## src/verilog/spi_pin_defines.svh

```systemverilog
// Offsets, field positions, reset values and timing counts for the pin mode and baud block
`ifndef SPI_PIN_DEFINES_SVH
`define SPI_PIN_DEFINES_SVH
`define OFF_CONTROL_ONE 4'h0
`define OFF_CONTROL_TWO 4'h1
`define OFF_BAUD_RATE 4'h2
`define OFF_STATUS 4'h3
`define OFF_SIDEBAND 4'h8
`define ADDR_CONTROL_ONE 6'h00
`define ADDR_CONTROL_TWO 6'h04
`define ADDR_BAUD_RATE 6'h08
`define ADDR_STATUS 6'h0C
`define ADDR_SIDEBAND 6'h20
`define C1_MASTER_SLAVE_SELECT_BIT 4
`define C1_SELECT_OUTPUT_ENABLE_BIT 1
`define C2_MODE_FAULT_DETECT_ENABLE_BIT 4
`define C2_BIDIR_OUTPUT_ENABLE_BIT 3
`define C2_SWAI_BIT 1
`define C2_PINSEL_BIT 0
`define C2_WRITE_MASK 8'h1B
`define BR_WRITE_MASK 8'h77
`define ST_MODE_FAULT_FLAG_BIT 4
`define CONTROL_ONE_RESET 8'h04
`define CONTROL_TWO_RESET 8'h00
`define BAUD_RATE_RESET 8'h00
`define CLK_PERIOD_NS 8
`define SYNC_STAGES 2
`define DIV_COUNT_W 12
`endif

```

## src/verilog/spi_pin_pkg.sv

```systemverilog
// Types shared by the pin mode and baud block
package spi_pin_pkg;
    typedef enum logic [1:0] {
        LINK_IDLE = 2'b00,
        LINK_RUN = 2'b01,
        LINK_WAIT = 2'b10
    } link_state_t;
    typedef enum logic [1:0] {
        BUS_IDLE = 2'b00,
        BUS_RESP = 2'b01
    } bus_state_t;
endpackage

```

## src/verilog/pin_sync.sv

```systemverilog
// Two flip-flop synchroniser for one pin
`timescale 1ns/1ps
module pin_sync (
    input wire logic core_clk_in,
    input wire logic sys_rst_in,
    input wire logic pin_in,
    output logic sync_out
);
    logic first_r;
    logic sync_r;
    always_ff @(posedge core_clk_in or posedge sys_rst_in) begin
        if (sys_rst_in) begin
            first_r <= 1'b1;
            sync_r <= 1'b1;
        end else begin
            first_r <= pin_in;
            sync_r <= first_r;
        end
    end
    assign sync_out = sync_r;
endmodule // pin_sync

```

## src/verilog/baud_divider.sv

```systemverilog
// Baud divider: one-cycle edge enable every divisor/2 bus cycles
`timescale 1ns/1ps
`include "spi_pin_defines.svh"
module baud_divider (
    input wire logic core_clk_in,
    input wire logic sys_rst_in,
    input wire logic [2:0] baud_preselect_in,
    input wire logic [2:0] baud_select_in,
    input wire logic run_in,
    input wire logic hold_in,
    output logic edge_out
);
    logic [`DIV_COUNT_W-1:0] cnt_r;
    logic [`DIV_COUNT_W-1:0] cnt_nxt;
    logic edge_r;
    logic edge_nxt;
    logic [`DIV_COUNT_W-1:0] half;
    // Half divisor: (pre+1) * 2^sel, so a full clock is (pre+1) * 2^(sel+1)
    function automatic logic [`DIV_COUNT_W-1:0] half_div(input logic [2:0] pre, input logic [2:0] sel);
        half_div = `DIV_COUNT_W'({1'b0, pre} + 4'h1) << sel;
    endfunction
    always_comb begin
        half = half_div(baud_preselect_in, baud_select_in);
        cnt_nxt = cnt_r;
        edge_nxt = 1'b0;
        if (!run_in) begin
            cnt_nxt = '0;
        end else if (hold_in) begin
            cnt_nxt = cnt_r;
        end else if (cnt_r == half - `DIV_COUNT_W'(1)) begin
            cnt_nxt = '0;
            edge_nxt = 1'b1;
        end else begin
            cnt_nxt = cnt_r + `DIV_COUNT_W'(1);
        end
    end
    always_ff @(posedge core_clk_in or posedge sys_rst_in) begin
        if (sys_rst_in) begin
            cnt_r <= '0;
            edge_r <= 1'b0;
        end else begin
            cnt_r <= cnt_nxt;
            edge_r <= edge_nxt;
        end
    end
    assign edge_out = edge_r;
endmodule // baud_divider

```

## src/verilog/spi_pin_mode_and_baud.sv

```systemverilog
// Pin mode control, baud rate generation and master abort logic of the serial interface
`timescale 1ns/1ps
`include "spi_pin_defines.svh"
module spi_pin_mode_and_baud
    import spi_pin_pkg::*;
(
    input wire logic core_clk_in,
    input wire logic sys_rst_in,
    input wire logic [5:0] avs_address_in,
    input wire logic avs_read_in,
    input wire logic avs_write_in,
    input wire logic [31:0] avs_writedata_in,
    input wire logic [3:0] avs_byteenable_in,
    output logic [31:0] avs_readdata_out,
    output logic avs_waitrequest_out,
    output logic [1:0] avs_response_out,
    input wire logic wait_mode_in,
    input wire logic ss_pin_in,
    input wire logic mosi_pin_in,
    input wire logic miso_pin_in,
    input wire logic sck_pin_in,
    output logic ss_pin_out,
    output logic ss_pin_oe_out,
    output logic mosi_pin_out,
    output logic mosi_pin_oe_out,
    output logic miso_pin_out,
    output logic miso_pin_oe_out,
    output logic sck_pin_out,
    output logic sck_pin_oe_out,
    output logic idle_request_out,
    output logic serial_data_in_out,
    output logic serial_clock_in_out
);
    // ----------------------------------------
    // Registers and bus
    // ----------------------------------------
    logic [7:0] ctrl_one_r, ctrl_one_nxt;
    logic [7:0] ctrl_two_r, ctrl_two_nxt;
    logic [7:0] baud_r, baud_nxt;
    logic [7:0] side_r, side_nxt;
    logic mode_fault_flag_r, mode_fault_flag_nxt;
    logic fault_armed_r, fault_armed_nxt;
    bus_state_t bus_r, bus_nxt;
    logic [31:0] rdata_r, rdata_nxt;
    logic [1:0] resp_r, resp_nxt;
    logic wr_hit, rd_hit, wait_r;
    logic [7:0] wbyte;
    logic master_slave_select, select_output_enable;
    logic mode_fault_detect_enable, bidir_output_enable, stop_in_wait, bidir_pin_select;
    logic [2:0] baud_preselect, baud_select;
    logic abort;
    logic ss_sync, mosi_sync, miso_sync, sck_sync, wait_sync;

    assign master_slave_select = ctrl_one_r[`C1_MASTER_SLAVE_SELECT_BIT];
    assign select_output_enable = ctrl_one_r[`C1_SELECT_OUTPUT_ENABLE_BIT];
    assign mode_fault_detect_enable = ctrl_two_r[`C2_MODE_FAULT_DETECT_ENABLE_BIT];
    assign bidir_output_enable = ctrl_two_r[`C2_BIDIR_OUTPUT_ENABLE_BIT];
    assign stop_in_wait = ctrl_two_r[`C2_SWAI_BIT];
    assign bidir_pin_select = ctrl_two_r[`C2_PINSEL_BIT];
    assign baud_preselect = baud_r[6:4];
    assign baud_select = baud_r[2:0];
    assign wbyte = avs_writedata_in[7:0];

    // Bus request taken in idle; answer registered one cycle later
    assign wr_hit = (bus_r == BUS_IDLE) && avs_write_in && avs_byteenable_in[0];
    assign rd_hit = (bus_r == BUS_IDLE) && avs_read_in;

    always_comb begin
        ctrl_one_nxt = ctrl_one_r;
        ctrl_two_nxt = ctrl_two_r;
        baud_nxt = baud_r;
        side_nxt = side_r;
        rdata_nxt = rdata_r;
        resp_nxt = 2'b00;
        bus_nxt = BUS_IDLE;
        fault_armed_nxt = fault_armed_r;
        abort = 1'b0;
        if (bus_r == BUS_IDLE && (avs_read_in || avs_write_in)) begin
            bus_nxt = BUS_RESP;
        end
        if (wr_hit) begin
            if (avs_address_in == `ADDR_CONTROL_ONE) begin
                ctrl_one_nxt = wbyte;
                if (ctrl_one_r[`C1_MASTER_SLAVE_SELECT_BIT] != wbyte[`C1_MASTER_SLAVE_SELECT_BIT]) begin
                    abort = 1'b1;
                end else if (master_slave_select && (ctrl_one_r[3:0] != wbyte[3:0])) begin
                    abort = 1'b1;
                end
                if (fault_armed_r) begin
                    fault_armed_nxt = 1'b0;
                end
            end else if (avs_address_in == `ADDR_CONTROL_TWO) begin
                ctrl_two_nxt = wbyte & `C2_WRITE_MASK;
                if (master_slave_select) begin
                    if ((wbyte[`C2_MODE_FAULT_DETECT_ENABLE_BIT] != mode_fault_detect_enable) ||
                        (wbyte[`C2_PINSEL_BIT] != bidir_pin_select)) begin
                        abort = 1'b1;
                    end
                    if (bidir_pin_select && (wbyte[`C2_BIDIR_OUTPUT_ENABLE_BIT] != bidir_output_enable)) begin
                        abort = 1'b1;
                    end
                end
            end else if (avs_address_in == `ADDR_BAUD_RATE) begin
                baud_nxt = wbyte & `BR_WRITE_MASK;
                if (master_slave_select && ((wbyte & `BR_WRITE_MASK) != baud_r)) begin
                    abort = 1'b1;
                end
            end else if (avs_address_in == `ADDR_SIDEBAND) begin
                side_nxt = {7'h00, wbyte[0]};
            end else if (avs_address_in != `ADDR_STATUS) begin
                resp_nxt = 2'b10;
            end
        end else if (bus_r == BUS_IDLE && avs_write_in) begin
            if (avs_address_in > `ADDR_SIDEBAND) begin
                resp_nxt = 2'b10;
            end
        end
        if (rd_hit) begin
            rdata_nxt = 32'h0000_0000;
            if (avs_address_in == `ADDR_CONTROL_ONE) begin
                rdata_nxt = {24'h000000, ctrl_one_r};
            end else if (avs_address_in == `ADDR_CONTROL_TWO) begin
                rdata_nxt = {24'h000000, ctrl_two_r};
            end else if (avs_address_in == `ADDR_BAUD_RATE) begin
                rdata_nxt = {24'h000000, baud_r};
            end else if (avs_address_in == `ADDR_STATUS) begin
                rdata_nxt = {27'h0000000, mode_fault_flag_r, 4'h0};
                if (mode_fault_flag_r) begin
                    fault_armed_nxt = 1'b1;
                end
            end else if (avs_address_in == `ADDR_SIDEBAND) begin
                rdata_nxt = {24'h000000, side_r};
            end else begin
                resp_nxt = 2'b10;
            end
        end
    end

    // ----------------------------------------
    // Mode fault flag
    // ----------------------------------------
    logic fault_event;
    logic fault_clear;
    assign fault_event = master_slave_select && mode_fault_detect_enable && !select_output_enable && !ss_sync;
    assign fault_clear = wr_hit && (avs_address_in == `ADDR_CONTROL_ONE) && fault_armed_r;
    always_comb begin
        mode_fault_flag_nxt = mode_fault_flag_r;
        if (fault_event) begin
            mode_fault_flag_nxt = 1'b1;
        end else if (fault_clear) begin
            mode_fault_flag_nxt = 1'b0;
        end
    end

    always_ff @(posedge core_clk_in or posedge sys_rst_in) begin
        if (sys_rst_in) begin
            ctrl_one_r <= `CONTROL_ONE_RESET;
            ctrl_two_r <= `CONTROL_TWO_RESET;
            baud_r <= `BAUD_RATE_RESET;
            side_r <= 8'h00;
            rdata_r <= 32'h0000_0000;
            resp_r <= 2'b00;
            bus_r <= BUS_IDLE;
            wait_r <= 1'b1;
            fault_armed_r <= 1'b0;
            mode_fault_flag_r <= 1'b0;
        end else begin
            ctrl_one_r <= ctrl_one_nxt;
            ctrl_two_r <= ctrl_two_nxt;
            baud_r <= baud_nxt;
            side_r <= side_nxt;
            rdata_r <= rdata_nxt;
            resp_r <= resp_nxt;
            bus_r <= bus_nxt;
            wait_r <= (bus_nxt == BUS_IDLE);
            fault_armed_r <= fault_armed_nxt;
            mode_fault_flag_r <= mode_fault_flag_nxt;
        end
    end
    assign avs_readdata_out = rdata_r;
    assign avs_response_out = resp_r;
    assign avs_waitrequest_out = wait_r;

    // ----------------------------------------
    // Pin synchronisers
    // ----------------------------------------
    pin_sync u_ss_sync (.core_clk_in(core_clk_in), .sys_rst_in(sys_rst_in), .pin_in(ss_pin_in),
        .sync_out(ss_sync));
    pin_sync u_mosi_sync (.core_clk_in(core_clk_in), .sys_rst_in(sys_rst_in), .pin_in(mosi_pin_in),
        .sync_out(mosi_sync));
    pin_sync u_miso_sync (.core_clk_in(core_clk_in), .sys_rst_in(sys_rst_in), .pin_in(miso_pin_in),
        .sync_out(miso_sync));
    pin_sync u_sck_sync (.core_clk_in(core_clk_in), .sys_rst_in(sys_rst_in), .pin_in(sck_pin_in),
        .sync_out(sck_sync));
    pin_sync u_wait_sync (.core_clk_in(core_clk_in), .sys_rst_in(sys_rst_in), .pin_in(wait_mode_in),
        .sync_out(wait_sync));

    // ----------------------------------------
    // Serial clock generation
    // ----------------------------------------
    link_state_t link_r, link_nxt;
    logic sck_r, sck_nxt;
    logic half_edge;
    logic hold;
    assign hold = stop_in_wait && wait_sync;
    baud_divider u_div (
        .core_clk_in(core_clk_in),
        .sys_rst_in(sys_rst_in),
        .baud_preselect_in(baud_preselect),
        .baud_select_in(baud_select),
        .run_in(link_r != LINK_IDLE),
        .hold_in(hold),
        .edge_out(half_edge)
    );
    always_comb begin
        link_nxt = link_r;
        sck_nxt = sck_r;
        case (link_r)
            LINK_IDLE: begin
                sck_nxt = ctrl_one_r[3];
                if (master_slave_select && !abort) begin
                    link_nxt = LINK_RUN;
                end
            end
            LINK_RUN: begin
                if (hold) begin
                    link_nxt = LINK_WAIT;
                end else if (half_edge) begin
                    sck_nxt = !sck_r;
                end
            end
            LINK_WAIT: begin
                if (!hold) begin
                    link_nxt = LINK_RUN;
                end
            end
            default: begin
                link_nxt = LINK_IDLE;
            end
        endcase
        if (abort || !master_slave_select) begin
            link_nxt = LINK_IDLE;
            sck_nxt = ctrl_one_nxt[3];
        end
    end

    // ----------------------------------------
    // Pin roles
    // ----------------------------------------
    logic ss_o_nxt, ss_oe_nxt, mosi_oe_nxt, miso_oe_nxt, din_nxt, idle_nxt;
    logic ss_o_r, ss_oe_r, mosi_oe_r, miso_oe_r, din_r, idle_r, sck_oe_r, sclk_in_r;
    always_comb begin
        ss_o_nxt = 1'b1;
        ss_oe_nxt = 1'b0;
        if (master_slave_select && mode_fault_detect_enable && select_output_enable) begin
            ss_o_nxt = (link_r == LINK_IDLE);
            ss_oe_nxt = 1'b1;
        end
        if (master_slave_select) begin
            if (!bidir_pin_select) begin
                mosi_oe_nxt = 1'b1;
                miso_oe_nxt = 1'b0;
                din_nxt = miso_sync;
            end else begin
                mosi_oe_nxt = bidir_output_enable;
                miso_oe_nxt = 1'b0;
                din_nxt = mosi_sync;
            end
        end else begin
            if (!bidir_pin_select) begin
                mosi_oe_nxt = 1'b0;
                miso_oe_nxt = ss_sync == 1'b0;
                din_nxt = mosi_sync;
            end else begin
                mosi_oe_nxt = 1'b0;
                miso_oe_nxt = bidir_output_enable && !ss_sync;
                din_nxt = miso_sync;
            end
        end
        idle_nxt = abort || (link_nxt == LINK_IDLE);
    end

    always_ff @(posedge core_clk_in or posedge sys_rst_in) begin
        if (sys_rst_in) begin
            link_r <= LINK_IDLE;
            sck_r <= 1'b0;
            ss_o_r <= 1'b1;
            ss_oe_r <= 1'b0;
            mosi_oe_r <= 1'b0;
            miso_oe_r <= 1'b0;
            din_r <= 1'b0;
            idle_r <= 1'b1;
            sck_oe_r <= 1'b0;
            sclk_in_r <= 1'b0;
        end else begin
            link_r <= link_nxt;
            sck_r <= sck_nxt;
            ss_o_r <= ss_o_nxt;
            ss_oe_r <= ss_oe_nxt;
            mosi_oe_r <= mosi_oe_nxt;
            miso_oe_r <= miso_oe_nxt;
            din_r <= din_nxt;
            idle_r <= idle_nxt;
            sck_oe_r <= master_slave_select;
            sclk_in_r <= sck_sync;
        end
    end
    assign ss_pin_out = ss_o_r;
    assign ss_pin_oe_out = ss_oe_r;
    assign mosi_pin_out = 1'b0;
    assign mosi_pin_oe_out = mosi_oe_r;
    assign miso_pin_out = 1'b0;
    assign miso_pin_oe_out = miso_oe_r;
    assign sck_pin_out = sck_r;
    assign sck_pin_oe_out = sck_oe_r;
    assign idle_request_out = idle_r;
    assign serial_data_in_out = din_r;
    assign serial_clock_in_out = sclk_in_r;
endmodule // spi_pin_mode_and_baud

```

## config.mk

```make
export PLATFORM = sky130hd
export DESIGN_NAME = spi_pin_mode_and_baud
export DESIGN_NICKNAME = d
export VERILOG_FILES = /design/src/verilog/spi_pin_pkg.sv /design/src/verilog/pin_sync.sv /design/src/verilog/baud_divider.sv /design/src/verilog/spi_pin_mode_and_baud.sv
export VERILOG_INCLUDE_DIRS = /design/src /design/src/verilog
export SDC_FILE = /design/constraint.sdc
export NUM_CORES = 1
export LEC_CHECK = 0
export ABC_CLOCK_PERIOD_IN_PS = 3700
export BUFFER_PORTS_ARGS = -buffer_cell sky130_fd_sc_hd__buf_4
export CORE_UTILIZATION = 45
export DETAILED_ROUTE_END_ITERATION = 8
export PLACE_DENSITY = 0.73
export SKIP_LAST_GASP = 1
export SYNTH_ARGS = -nofsm -noshare
export SYNTH_HDL_FRONTEND = slang
export SYNTH_SLANG_ARGS = --single-unit
```

## constraint.sdc

```tcl
create_clock -name core_clk_in -period 3.7 [get_ports core_clk_in]
set_clock_uncertainty 0.2 [all_clocks]
set_input_delay 0.37 -clock core_clk_in [delete_from_list [all_inputs] [get_ports core_clk_in]]
set_output_delay 0.37 -clock core_clk_in [all_outputs]
set_load 0.01 [all_outputs]
```

==> results.cfg <==
[status]
run_status = finished clean

[routing]
post_drt_wl_per_cell_um = 15.2
ant_nets = 0
vias_per_cell = 5.51
dr.pass1.iters = 4
drt_iter0_drc = 243
route.detailed.drc = 0
finalWirelength_mm = 8.97
dr_total_vias = 3260

[layout]
fillers = 792
n_antenna_cell = 0
finish.net_count = 533
finalNonFillerCells = 592
postLayoutCoreUtil_pct = 53.5
drive_gt1_share_pct = 24.2
area_growth_pct = 14.6

[synthesis]
seq_area_frac_synth_pct = 40.8
yosys_most_used_dff = dfrtp_1
synthArstFlopShare_pct = 100
synthCells = 434
syn_area_sq_um = 4090
synth-seq-cells = 66
synth_edf_count = 0
yosysWarningCount = 0
synth_cell_types = 66
syn_area_per_cell_sq_um = 9.42

[cts]
cts-root-buf = clkbuf_8
cts.sinks = 66
clkTransAtPathRegs_ns = 0.07
cts_buffers = 9
post_cts_buffers = 0
clkLatencyLatePin_ns = 0.34
ctsLongestPathBuffers = 2
ctsHtreeMaxLevel = 3
cts_tree = built

[timing]
fmax_mhz = 286
worstMarginPinSlew_ns = 0.827
slew_violations = 0
min_period_over_period_pct = 94.5
hold_ws_ns = 0.00258
fin_crit_ns = 3.50
setup_tns_ns = 0
final-setup-viol-count = 0
rsz0062_at_grt = false
slew_headroom_pct = 44.8
finalHoldViolations = 0

[critical_path]
cp-end-kind = register
arrival_ns = 3.52
crit_required_ns = 3.73
cp-start-kind = register
worstSetupPathType = register to register
crit_fanout = 5

[grt]
antenna_found_initial = 0
grt_pass1_vias = 3139
grtUsageTotal_pct = 19.4
grt_max_degree = 40
grt_overflow = 0
grt_pass1_wl_mm = 14.9

[floorplanning]
die-width_um = 97.3
die_area_sq_um = 9470
start_util_pct = 46.7
io_pins = 97
dieHeight_um = 97.3
rows = 34
coreArea_sq_um = 8760

[place]
placed_cells = 570
gp_congestion = 0.873
hpwlAfterDp_mm = 6.47
io_buffers = 42

[pwr]
peakVddDrop_mv = 0.289
pwr_density_cell_nw_per_um2 = 358
p_leak_nw = 2.05
fin_total_pwr_mw = 1.68

[run]
maxCapViolCount = 0

[min_path]
min_path_type = input pin to async pin
==> where the power goes <==
group          switching [mW]  internal, mW  total [mW]
clock                   0.260         0.280       0.540
combinational           0.202         0.150       0.351
sequential             0.0268         0.759       0.786
total                   0.489          1.19        1.68
==> what timing repair did <==
| item | 4_1_cts | 5_1_grt |
|---|---|---|
| hold buffers | 5 | 0 |
| gates resized for setup | 0 | 5 |
| setup endpoints to repair | 0 | 10 |
| endpoints found under the hold margin | 5 | 0 |
==> state kept, by name, indices dropped and copies added, names as in the netlist, 2 cells and up <==
signal            count
ctrl_two_r            4
ctrl_one_r            8
avs_readdata_out      8
link_r                2
u_div.cnt_r          12
baud_r                6
==> through the flow <==
step / cell area, sq um / worst slack, ns
floorplan: 4190 / 0.124
global placement: 4420 / 0.175
detailed placement: 4420 / 0.0747
CTS: 4640 / 0.0485
global route: 4690 / 0.0343
finish: 4690 / 0.202
==> worst max-delay path: stages, from the launching register on <==
cell and delay [ns]:
dfrtp_1 0.40, ha_1 0.32, nand2b_1 0.10, and2_1 0.15, nand2b_4 0.14, ha_4 0.16
nand2_1 0.07, a2111oi_2 0.32, and4b_1 0.25, or3_1 0.42, a211oi_2 0.28, nand4_4 0.20
o21ai_4 0.29, nor2_1 0.08
==> metal layers <==
layer | vias to the layer above | share of wire (%) | GRT usage (%)
met4 | 0 | 0.88 | 8.03
met5 | - | 0 | 0
li1 | 1585 | - | -
met2 | 80 | 48 | 30.5
met3 | 7 | 3.7 | 3.45
met1 | 1588 | 47 | 26.5
==> synth_stat cells (13+ instances only) <==
cell,n,area [sq um]
dfrtp_1,52,1300
clkbuf_1,19,71.3
nand3_1,13,65.1
mux2_2,20,225
nor2_1,29,109
o21ai_0,22,110
xnor2_1,19,166
buf_4,29,218
nand2_1,41,154
xor2_1,18,158
dfstp_2,14,368
==> cell usage in the layout (no fill, tap or decap), types with 11 or more instances in the layout <==
cell       n
nand2_1   41
nor2_1    29
nand3_1   13
nand4_1   11
dfstp_2   14
a21oi_1   11
o21ai_0   22
xor2_1    18
conb_1    27
mux2_2    20
clkbuf_8  11
xnor2_1   19
buf_4     53
dfrtp_1   52
==> logic make-up after synthesis <==
kind of cell    synth area share (%)
flops                           40.8
mux                             7.04
xor+xnor                        7.92
compound gates                  15.0
other cells                   0.0917
fa+ha+maj                      0.918
buf+inv                         8.17
simple gates                    20.1
==> worst paths after layout <==
path / slack, ns / depth (start not counted) / to / startpoint
min in group core_clk_in: 0.07 / 2 / ctrl_one_r[7] / avs_writedata_in[7]
max in group asynchronous: 2.50 / 3 / u_ss_sync.sync_out / sys_rst_in
worst min-delay path: 0.003 / 2 / u_div.edge_out / sys_rst_in
worst max register to register: 0.20 / 13 / u_div.cnt_r[3] / baud_r[4]
worst min register to register: 0.16 / 0 / u_wait_sync.sync_out / u_wait_sync.first_r
worst max-delay path: 0.20 / 13 / u_div.cnt_r[3] / baud_r[4]
==> area by class of cell <==
| type | instances | area, sq um | share of cell area, % |
|---|---|---|---|
| well taps | 108 | 135 | 2.88 |
| clock inverters | 2 | 12.5 | 0.267 |
| flip-flops and latches | 66 | 1670 | 35.6 |
| clock buffers | 14 | 163 | 3.47 |
| repair buffers | 58 | 448 | 9.56 |
| inverters | 8 | 30.0 | 0.641 |
| multi-input cells | 336 | 2230 | 47.6 |
Power figures use the tool's default switching activity.
